$ cat src/rtl/cpi_pkg.sv
// package: register map, field positions, reset values and states of the interrupt-source block
package cpi_pkg;
   // register offsets, byte addresses on the plain register port
   localparam logic [3:0] ADDR_IRQ_CTRL  = 4'h0;
   localparam logic [3:0] ADDR_RATE      = 4'h1;
   localparam logic [3:0] ADDR_LV_CTRL   = 4'h2;
   localparam logic [3:0] ADDR_AP_CTRL   = 4'h3;
   localparam logic [3:0] ADDR_CLK_CTRL  = 4'h4;
   localparam logic [3:0] ADDR_STATUS    = 4'h5;
   localparam logic [3:0] ADDR_FLAGS     = 4'h6;
   localparam logic [3:0] ADDR_MASK      = 4'h7;
   localparam logic [3:0] ADDR_LV_FLAG   = 4'h8;
   localparam logic [3:0] ADDR_AP_FLAG   = 4'h9;
   // field positions
   localparam int FLD_TIMEOUT = 0;
   localparam int FLD_LOCK    = 1;
   localparam int FLD_OSC     = 2;
   localparam int FLD_LV      = 3;
   localparam int FLD_AP      = 4;
   localparam int NUM_SRC     = 5;
   localparam int CLK_SEL_BIT = 0;
   localparam int PSEUDO_STOP_SELECT_BIT    = 1;
   localparam int OSCRUN_BIT  = 2;
   localparam int OSCEN_BIT   = 3;
   localparam int STS_UP_BIT  = 0;
   localparam int STS_LOCK_BIT = 1;
   // reset values
   localparam logic [7:0] RATE_RESET = 8'h00;
   localparam logic [4:0] MASK_RESET = 5'h00;
   localparam logic [2:0] IE_RESET   = 3'h0;
   // timer width and the states of the timer
   localparam int TMR_W = 16;
   typedef enum logic [1:0]
   {
      TMR_RUN  = 2'b00,
      TMR_HALT = 2'b01,
      TMR_OFF  = 2'b10
   } cpi_tmr_type;
endpackage

$ cat src/rtl/cpi_if.sv
// interface: timer controls and expiry between main block and timeout counter
`timescale 1ns/1ps
interface cpi_tmr_if;
   logic       tick;
   logic       restart;
   logic [7:0] rate;
   logic       expire;
   modport ctl (output tick, output restart, output rate, input expire);
   modport tmr (input tick, input restart, input rate, output expire);
endinterface

$ cat src/rtl/cpi_timeout_timer.sv
// periodic timeout counter: counts selected clock ticks, expires at rate, reloads
`timescale 1ns/1ps
module cpi_timeout_timer
(
   input wire logic sys_clk,
   input wire logic rst_b,
   cpi_tmr_if.tmr   tmr
);
   logic [cpi_pkg::TMR_W-1:0] cnt_q;
   logic [cpi_pkg::TMR_W-1:0] cnt_d;
   logic [cpi_pkg::TMR_W-1:0] limit;
   logic                      hit;
   logic                      expire_q;

   // period is (rate+1)*16 ticks; zero rate still gives a nonzero period
   assign limit = {4'h0, tmr.rate, 4'hf};
   assign hit   = tmr.tick && (cnt_q == limit);
   // restart wins over counting; hit reloads at once so periods abut
   assign cnt_d = tmr.restart ? '0 : hit ? '0 : tmr.tick ? cnt_q + 1'b1 : cnt_q;
   assign tmr.expire = expire_q;

   always_ff @(posedge sys_clk)
   begin
      if (!rst_b)
      begin
         cnt_q    <= '0;
         expire_q <= 1'b0;
      end
      else
      begin
         cnt_q    <= cnt_d;
         expire_q <= hit && !tmr.restart;
      end
   end
endmodule // cpi_timeout_timer

$ cat src/rtl/cpi_irq_sources.sv
// interrupt sources of the clock and power unit: timeout, lock, oscillator, low voltage, periodic
//
// Added by the designer: the address map and the plain strobed port.
`timescale 1ns/1ps
//////////////////////////////////////////////////////////////////////////////////////////////////
// Contract
// five requests, local enables, CPU masks globally
// timer clocked by RC or oscillator
// stop halts timer unless pseudo-stop oscillator run
// enabled timer requests at programmed rate
// expiry sets flag, next period starts
// rate write restarts the period
// lock change either way raises flag
// cleared lock enable suppresses request
// lock flag set by change, write-one clears
// oscillator disabled keeps up status zero
// up status set only after lock
// up status change sets oscillator flag
// stop or disable changes count too
// request high while flag and enable
// timeout and oscillator flags write-one clear
module cpi_irq_sources
(
   input  wire logic       sys_clk,
   input  wire logic       rst_b,
   input  wire logic [3:0] regAddr,
   input  wire logic [7:0] regWrData,
   input  wire logic       regWrStb,
   input  wire logic       regRdStb,
   output logic      [7:0] regRdData,
   input  wire logic       internal_rc_clock,
   input  wire logic       crystal_osc_clock,
   input  wire logic       pllLock,
   input  wire logic       oscStable,
   input  wire logic       stopMode,
   input  wire logic       lowVoltage,
   input  wire logic       apiEvent,
   output logic      [4:0] irqReq,
   output logic            irqOut
);
   //////////////////////////////////////////////////////////////////////////////////////////////
   logic [2:0] irqCtrl_q;
   logic [7:0] rate_q;
   logic       low_voltage_irq_enable_q;
   logic       autonomous_periodic_irq_enable_q;
   logic [3:0] clkCtrl_q;
   logic [4:0] flags_q;
   logic [4:0] flags_d;
   logic [4:0] mask_q;
   logic       lock_q;
   logic       lockSeen_q;
   logic       oscUp_q;
   logic       oscUp_d;
   logic       lv_q;
   logic       rcPrev_q;
   logic       xoPrev_q;
   logic [7:0] rdData_q;
   logic [4:0] irqReq_q;
   logic       irqOut_q;
   logic [4:0] enables;
   logic [4:0] events;
   logic [4:0] clrMask;
   logic       wrRate;
   logic       wrFlags;
   logic       selOsc;
   logic       runInStop;
   logic       srcTick;
   logic [7:0] rdMux;
   cpi_pkg::cpi_tmr_type tmrState;

   cpi_tmr_if tmrBus ();

   cpi_timeout_timer timer
   (
      .sys_clk (sys_clk),
      .rst_b   (rst_b),
      .tmr     (tmrBus)
   );

   //////////////////////////////////////////////////////////////////////////////////////////////
   // timer clock choice and stop behaviour
   assign selOsc    = clkCtrl_q[cpi_pkg::CLK_SEL_BIT];
   // clock inputs sampled as synchronous levels; a rising edge is one tick
   assign srcTick   = selOsc ? (crystal_osc_clock && !xoPrev_q)
                             : (internal_rc_clock && !rcPrev_q);
   assign runInStop = clkCtrl_q[cpi_pkg::PSEUDO_STOP_SELECT_BIT] && selOsc
                      && clkCtrl_q[cpi_pkg::OSCRUN_BIT];
   assign tmrState  = (stopMode && !runInStop) ? cpi_pkg::TMR_HALT : cpi_pkg::TMR_RUN;
   assign wrRate    = regWrStb && (regAddr == cpi_pkg::ADDR_RATE);
   assign tmrBus.tick    = srcTick && (tmrState == cpi_pkg::TMR_RUN);
   assign tmrBus.restart = wrRate;
   assign tmrBus.rate    = rate_q;

   //////////////////////////////////////////////////////////////////////////////////////////////
   // oscillator up status: zero while disabled, and only once lock has been seen
   // full stop drops it too, so entering stop counts as a status change
   assign oscUp_d = clkCtrl_q[cpi_pkg::OSCEN_BIT] && oscStable && lockSeen_q
                    && !(stopMode && !runInStop);

   // events and flags; set wins over a same-cycle clear
   assign events[cpi_pkg::FLD_TIMEOUT] = tmrBus.expire;
   assign events[cpi_pkg::FLD_LOCK]    = pllLock != lock_q;
   assign events[cpi_pkg::FLD_OSC]     = oscUp_d != oscUp_q;
   assign events[cpi_pkg::FLD_LV]      = lowVoltage && !lv_q;
   assign events[cpi_pkg::FLD_AP]      = apiEvent;
   assign wrFlags = regWrStb && (regAddr == cpi_pkg::ADDR_FLAGS);
   assign clrMask = wrFlags ? regWrData[4:0] : 5'h00;
   assign flags_d = (flags_q & ~clrMask) | events;

   assign enables = {autonomous_periodic_irq_enable_q, low_voltage_irq_enable_q, irqCtrl_q};

   //////////////////////////////////////////////////////////////////////////////////////////////
   // register read mux, unmapped addresses read zero
   assign rdMux = (regAddr == cpi_pkg::ADDR_IRQ_CTRL) ? {5'h00, irqCtrl_q} :
                  (regAddr == cpi_pkg::ADDR_RATE)     ? rate_q :
                  (regAddr == cpi_pkg::ADDR_LV_CTRL)  ? {7'h00, low_voltage_irq_enable_q} :
                  (regAddr == cpi_pkg::ADDR_AP_CTRL)  ? {7'h00, autonomous_periodic_irq_enable_q} :
                  (regAddr == cpi_pkg::ADDR_CLK_CTRL) ? {4'h0, clkCtrl_q} :
                  (regAddr == cpi_pkg::ADDR_STATUS)   ? {6'h00, lock_q, oscUp_q} :
                  (regAddr == cpi_pkg::ADDR_FLAGS)    ? {3'h0, flags_q} :
                  (regAddr == cpi_pkg::ADDR_MASK)     ? {3'h0, mask_q} : 8'h00;

   always_ff @(posedge sys_clk)
   begin
      if (!rst_b)
      begin
         irqCtrl_q <= cpi_pkg::IE_RESET;
         rate_q    <= cpi_pkg::RATE_RESET;
         low_voltage_irq_enable_q    <= 1'b0;
         autonomous_periodic_irq_enable_q    <= 1'b0;
         clkCtrl_q <= 4'h0;
         mask_q    <= cpi_pkg::MASK_RESET;
      end
      else if (regWrStb)
      begin
         case (regAddr)
            cpi_pkg::ADDR_IRQ_CTRL: irqCtrl_q <= regWrData[2:0];
            cpi_pkg::ADDR_RATE:     rate_q    <= regWrData;
            cpi_pkg::ADDR_LV_CTRL:  low_voltage_irq_enable_q    <= regWrData[0];
            cpi_pkg::ADDR_AP_CTRL:  autonomous_periodic_irq_enable_q    <= regWrData[0];
            cpi_pkg::ADDR_CLK_CTRL: clkCtrl_q <= regWrData[3:0];
            cpi_pkg::ADDR_MASK:     mask_q    <= regWrData[4:0];
            default:                mask_q    <= mask_q;
         endcase
      end
   end

   always_ff @(posedge sys_clk)
   begin
      if (!rst_b)
      begin
         flags_q    <= 5'h00;
         lock_q     <= 1'b0;
         lockSeen_q <= 1'b0;
         oscUp_q    <= 1'b0;
         lv_q       <= 1'b0;
         rcPrev_q   <= 1'b0;
         xoPrev_q   <= 1'b0;
      end
      else
      begin
         flags_q    <= flags_d;
         lock_q     <= pllLock;
         // lock qualifies up status; cleared when oscillator is switched off
         lockSeen_q <= clkCtrl_q[cpi_pkg::OSCEN_BIT] && (lockSeen_q || pllLock);
         oscUp_q    <= oscUp_d;
         lv_q       <= lowVoltage;
         rcPrev_q   <= internal_rc_clock;
         xoPrev_q   <= crystal_osc_clock;
      end
   end

   // outputs straight from flops; requests follow flag and enable
   always_ff @(posedge sys_clk)
   begin
      if (!rst_b)
      begin
         rdData_q <= 8'h00;
         irqReq_q <= 5'h00;
         irqOut_q <= 1'b0;
      end
      else
      begin
         rdData_q <= regRdStb ? rdMux : 8'h00;
         irqReq_q <= flags_d & enables;
         irqOut_q <= |(flags_d & mask_q);
      end
   end

   assign regRdData = rdData_q;
   assign irqReq    = irqReq_q;
   assign irqOut    = irqOut_q;

   //////////////////////////////////////////////////////////////////////////////////////////////
   // checks
   // requests compare against the flag as it now stands, not the next-value logic
   AST_REQ_FOLLOWS: assert property (@(posedge sys_clk) disable iff (!rst_b)
      irqReq == (flags_q & $past(enables)))
      else $error("request does not follow flag and enable");
   AST_IRQ_OUT: assert property (@(posedge sys_clk) disable iff (!rst_b)
      irqOut == |(flags_q & $past(mask_q)))
      else $error("combined request does not follow flag and mask");
   AST_TMO_REQ: assert property (@(posedge sys_clk) disable iff (!rst_b)
      irqReq[cpi_pkg::FLD_TIMEOUT]
      == (flags_q[cpi_pkg::FLD_TIMEOUT] && $past(irqCtrl_q[cpi_pkg::FLD_TIMEOUT])))
      else $error("timeout request does not follow flag and enable");
   AST_OSC_LOCK: assert property (@(posedge sys_clk) disable iff (!rst_b)
      $rose(oscUp_q) |-> lockSeen_q)
      else $error("up status set before lock");
   AST_OSC_STOP: assert property (@(posedge sys_clk) disable iff (!rst_b)
      (stopMode && !runInStop) |=> !oscUp_q)
      else $error("up status kept in full stop");
   AST_TMO_W1C: assert property (@(posedge sys_clk) disable iff (!rst_b)
      (wrFlags && regWrData[cpi_pkg::FLD_TIMEOUT] && !events[cpi_pkg::FLD_TIMEOUT])
      |=> !flags_q[cpi_pkg::FLD_TIMEOUT])
      else $error("write one did not clear timeout flag");
   AST_ZERO_KEEP: assert property (@(posedge sys_clk) disable iff (!rst_b)
      (wrFlags && !regWrData[cpi_pkg::FLD_OSC] && flags_q[cpi_pkg::FLD_OSC])
      |=> flags_q[cpi_pkg::FLD_OSC])
      else $error("write zero cleared flag");
   AST_LOCK_W1C: assert property (@(posedge sys_clk) disable iff (!rst_b)
      (wrFlags && regWrData[cpi_pkg::FLD_LOCK] && !events[cpi_pkg::FLD_LOCK])
      |=> !flags_q[cpi_pkg::FLD_LOCK])
      else $error("write one did not clear lock flag");
   AST_LOCK_HOLD: assert property (@(posedge sys_clk) disable iff (!rst_b)
      (!wrFlags && flags_q[cpi_pkg::FLD_LOCK]) |=> flags_q[cpi_pkg::FLD_LOCK])
      else $error("lock flag dropped without a clear");
   AST_RD_IDLE: assert property (@(posedge sys_clk) disable iff (!rst_b)
      !regRdStb |=> (regRdData == 8'h00))
      else $error("read data outside the read cycle");
   AST_LOCK_OFF: assert property (@(posedge sys_clk) disable iff (!rst_b)
      !irqCtrl_q[cpi_pkg::FLD_LOCK] |=> !irqReq[cpi_pkg::FLD_LOCK])
      else $error("lock request with enable clear");
   AST_LOCK_CHG: assert property (@(posedge sys_clk) disable iff (!rst_b)
      (pllLock != lock_q) |=> flags_q[cpi_pkg::FLD_LOCK])
      else $error("lock change did not set flag");
   AST_OSC_OFF: assert property (@(posedge sys_clk) disable iff (!rst_b)
      !clkCtrl_q[cpi_pkg::OSCEN_BIT] |=> !oscUp_q)
      else $error("up status set with oscillator off");
   AST_OSC_CHG: assert property (@(posedge sys_clk) disable iff (!rst_b)
      $changed(oscUp_q) |-> flags_q[cpi_pkg::FLD_OSC])
      else $error("up status change did not set flag");
   AST_TMO_SET: assert property (@(posedge sys_clk) disable iff (!rst_b)
      tmrBus.expire |=> flags_q[cpi_pkg::FLD_TIMEOUT])
      else $error("expiry did not set timeout flag");
   AST_HALT: assert property (@(posedge sys_clk) disable iff (!rst_b)
      (stopMode && !runInStop) |-> !tmrBus.tick)
      else $error("timer ticked in halted stop");
   AST_RESTART: assert property (@(posedge sys_clk) disable iff (!rst_b)
      wrRate |=> !tmrBus.expire)
      else $error("expiry right after rate write");
   AST_W1C: assert property (@(posedge sys_clk) disable iff (!rst_b)
      (wrFlags && regWrData[cpi_pkg::FLD_OSC] && !events[cpi_pkg::FLD_OSC])
      |=> !flags_q[cpi_pkg::FLD_OSC])
      else $error("write one did not clear flag");
   COV_TMO: cover property (@(posedge sys_clk) disable iff (!rst_b) tmrBus.expire);
   COV_LOCK: cover property (@(posedge sys_clk) disable iff (!rst_b) $rose(lock_q));
   COV_OSC: cover property (@(posedge sys_clk) disable iff (!rst_b) $rose(oscUp_q));
   COV_IRQ: cover property (@(posedge sys_clk) disable iff (!rst_b) $rose(irqOut));
endmodule // cpi_irq_sources

$ cat config.mk
export PLATFORM = sky130hd
export DESIGN_NAME = cpi_irq_sources
export DESIGN_NICKNAME = d
export VERILOG_FILES = /design/src/rtl/cpi_pkg.sv /design/src/rtl/cpi_if.sv /design/src/rtl/cpi_timeout_timer.sv /design/src/rtl/cpi_irq_sources.sv
export SDC_FILE = /design/constraint.sdc
export NUM_CORES = 1
export LEC_CHECK = 0
export BUFFER_PORTS_ARGS = -buffer_cell sky130_fd_sc_hd__buf_2
export CAP_MARGIN = 20
export CORE_AREA = 2 2 68 95
export CTS_CLUSTER_DIAMETER = 100
export DETAILED_ROUTE_END_ITERATION = 8
export DIE_AREA = 0 0 70 97
export PLACE_DENSITY = 0.69
export REMOVE_ABC_BUFFERS = 1
export SYNTH_ARGS = -nofsm -noshare
export SYNTH_HDL_FRONTEND = slang
export SYNTH_SLANG_ARGS = --single-unit
$ cat constraint.sdc
create_clock -name sys_clk -period 2.25 [get_ports sys_clk]
set_input_delay 0.675 -clock sys_clk [delete_from_list [all_inputs] [get_ports sys_clk]]
set_output_delay 0.675 -clock sys_clk [all_outputs]
set_load 0.005 [all_outputs]
==> metrics.yaml <==
status:
  outcome: "finished clean"
setup_path:
  path_class: "input port to register"
  cpMaxStageDelayCell: "a21oi_1"
  crit_arrival_ns: 2.22
  path_buf_inv: 2
  endpoint_kind: "register"
  cp_cell_sequence: "buf_2 -> nor4b_2 -> a21oi_1 -> buf_4 -> nand3b_1 -> or3_1 -> nand3_1"
  crit_path_start_kind: "input port"
  worstPathRequired_ns: 2.54
  slowest_delay_ns: 0.56
  cp-startpoint: "regAddr[0]"
  path_delay_family: "simple AND/OR/NAND/NOR gates"
  cp_max_fo: 10
  r2r-start: "timer.cnt_q[12]"
global_routing:
  grt_pass1_vias: 2404
  grt_use_total: 0.209
  antenna_found_initial: 0
  grt_pass1_wl_um: 11300
  overflow: 0
  grt_max_degree: 30
power:
  p_int_uw: 1880
  ir_drop_uv: 320
  powerDensity_nw_per_um2: 719
  p_sw_uw: 574
  combPwrFrac: 0.069
  total_power_uw: 2450
  p_leak_uw: 0.00141
  pwr-share-seq: 0.473
  clkPwrFrac: 0.458
  swShare: 0.234
hold_path:
  hold_class: "register to register"
  hp-start: "irqCtrl_q[0]"
layout:
  final_common_cell: "dfxtp_1"
  fill_cells: 513
  stdcell_area_um2: 3410
  area_growth_pct: 18.6
  layout.nets: 387
  final_cell_mix: "64 x dfxtp_1, 36 x nor2_1, 36 x buf_2, 24 x nand3_1, 22 x a21oi_1"
  antenna_cells: 0
  final_layout_size_suffix_gt1_frac: 0.226
timing:
  max_clock_freq_ghz: 0.518
  slew_headroom: 0.544
  finalMaxSlewViolations: 0
  holdWs_ns: 0.470
  finalCritPeriodShare: 0.858
  worstMarginPinSlew_ns: 0.684
  skew_ns: 0.00630
  min_period_ns: 1.93
  setup_viol: 0
  rsz0062_at_grt: "false"
  final-hold-violation-count: 0
route:
  wirelength_um: 6680
  wl_per_cell_um: 15.2
  drt_iter0_drc: 196
  drc: 0
  dr.pass1.iters: 5
  vias: 2469
  antenna_left: 0
  post_drt_via_cell_ratio: 5.64
cts:
  root_buffer: "clkbuf_8"
  hold_buffers: 0
  post_cts_buffers: 0
  cts_buffer_depth: 2
  cts_sinks: 64
  clk_pin_slew_worst_paths_ns: 0.07
  insertion_delay_ns: 0.35
  htreeDepth: 3
  cts_tree: "yes"
  post_cts_resized: 0
  cts_buffers: 9
synth:
  avgSynthCellArea_um2: 9.01
  synth_area_um2: 2870
  synth.top_cell.area_share: 0.446
  synth_area_leaders: "dfxtp_1 45%, mux2i_1 5.2%, nor2_1 4.7%"
  synth_top_area_cell: "dfxtp_1"
  ys_seq_area_frac: 0.446
  dominantRegCellSynth: "dfxtp_1"
  synth-edff-count: 0
  ys_types: 51
  synth_seq_cells: 64
  ys_warn_count: 0
  async_flop_share: 0
  syn_inst: 319
die:
  die_y_um: 97
  die-area_um2: 6790
  die_x_um: 70
  fp-row-count: 33
  coreArea_um2: 5860
  ios: 37
  start_util: 0.490
place:
  dp_hpwl_um: 4900
  numPortBuffers: 36
  dpl_cell_area_um2: 3180
  gp_congestion: 0.782
job:
  cap_violations: 0
cells by family (layout without fill, tap and decap cells):
| group | count (synthesis) | in the layout | synth area share |
|---|---|---|---|
| DFF | 64 | 64 | 0.446 |
| adders and majority gates | 1 | 1 | 0.00435 |
| xor gates and xnor gates | 19 | 19 | 0.0579 |
| AOI/OAI and AO/OA | 48 | 48 | 0.109 |
| and+or+nand+nor | 144 | 144 | 0.270 |
| muxes | 19 | 19 | 0.0758 |
| buffers and inverters | 24 | 73 | 0.0370 |
worst min-delay path, delay by kind of cell, from the launching register on:
| kind | cells | cell delay [ns] |
|---|---|---|
| DFF | 1 | 0.32 |
| AOI/OAI and AO/OA | 1 | 0.05 |
| and+or+nand+nor | 1 | 0.05 |
path summary, 6_finish.rpt:
path                     end  slack (ns)  cells after the start
max          timer.cnt_q[12]        0.32                      7
min             irqCtrl_q[0]        0.47                      2
max reg2reg   timer.cnt_q[1]        0.49                      5
min reg2reg     irqCtrl_q[0]        0.47                      2
metrics by stage:
stage / TNS [ns] / worst slack, ns / util / instances
after global placement: 0 / 0.0203 / 0.542 / 422
after floorplan: -0.0343 / -0.0222 / - / 299
after CTS: 0 / 0.335 / 0.581 / 438
after detailed placement: -0.0184 / -0.0184 / 0.542 / 422
final: 0 / 0.321 / 0.581 / 438
after global routing: 0 / 0.213 / 0.581 / 438
metal layers:
metal	up-vias	part of all wire	global-route usage
li1	1218	-	-
met1	1169	0.40	0.235
met5	-	0	0
met4	0	0.034	0.107
met2	63	0.52	0.366
met3	19	0.048	0.0469
Yosys cell counts, types with 3 or more instances:
cell	instances
a21oi_1	22
xor2_1	10
nor3_1	4
nor4_1	6
mux2i_1	15
nor3b_1	3
nand4_1	9
inv_1	4
nand2b_1	3
nor2_1	36
and3_1	6
clkbuf_1	11
dfxtp_1	64
o21ai_0	7
nand2_1	21
buf_2	6
and2_1	13
nand3_1	24
xnor2_1	9
layout make-up:
type / count / area [um^2] / area share
clock buffers: 10 / 138 / 0.0404
clock inverters: 6 / 92.6 / 0.0272
inverters: 4 / 15.0 / 0.00441
multi-input cells: 231 / 1490 / 0.436
flip-flops and latches: 64 / 1280 / 0.376
well taps: 70 / 87.6 / 0.0257
repair buffers: 53 / 308 / 0.0903
power groups by stage:
stage | clock network, uW | registers [uW] | logic [uW]
after floorplan | 0 | 1180 | 75.3
after global placement | 0 | 1190 | 165
after detailed placement | 0 | 1190 | 167
after CTS | 1140 | 1160 | 168
after global routing | 1200 | 1160 | 185
final | 1120 | 1160 | 168
state kept, by name, indices dropped and copies added, names as in the netlist, 3 cells and up:
| signal | flops |
|---|---|
| regRdData | 8 |
| mask_q | 5 |
| irqCtrl_q | 3 |
| irqReq | 5 |
| rate_q | 8 |
| flags_q | 5 |
| timer.cnt_q | 16 |
| clkCtrl_q | 4 |
Power figures use the tool's default switching activity.
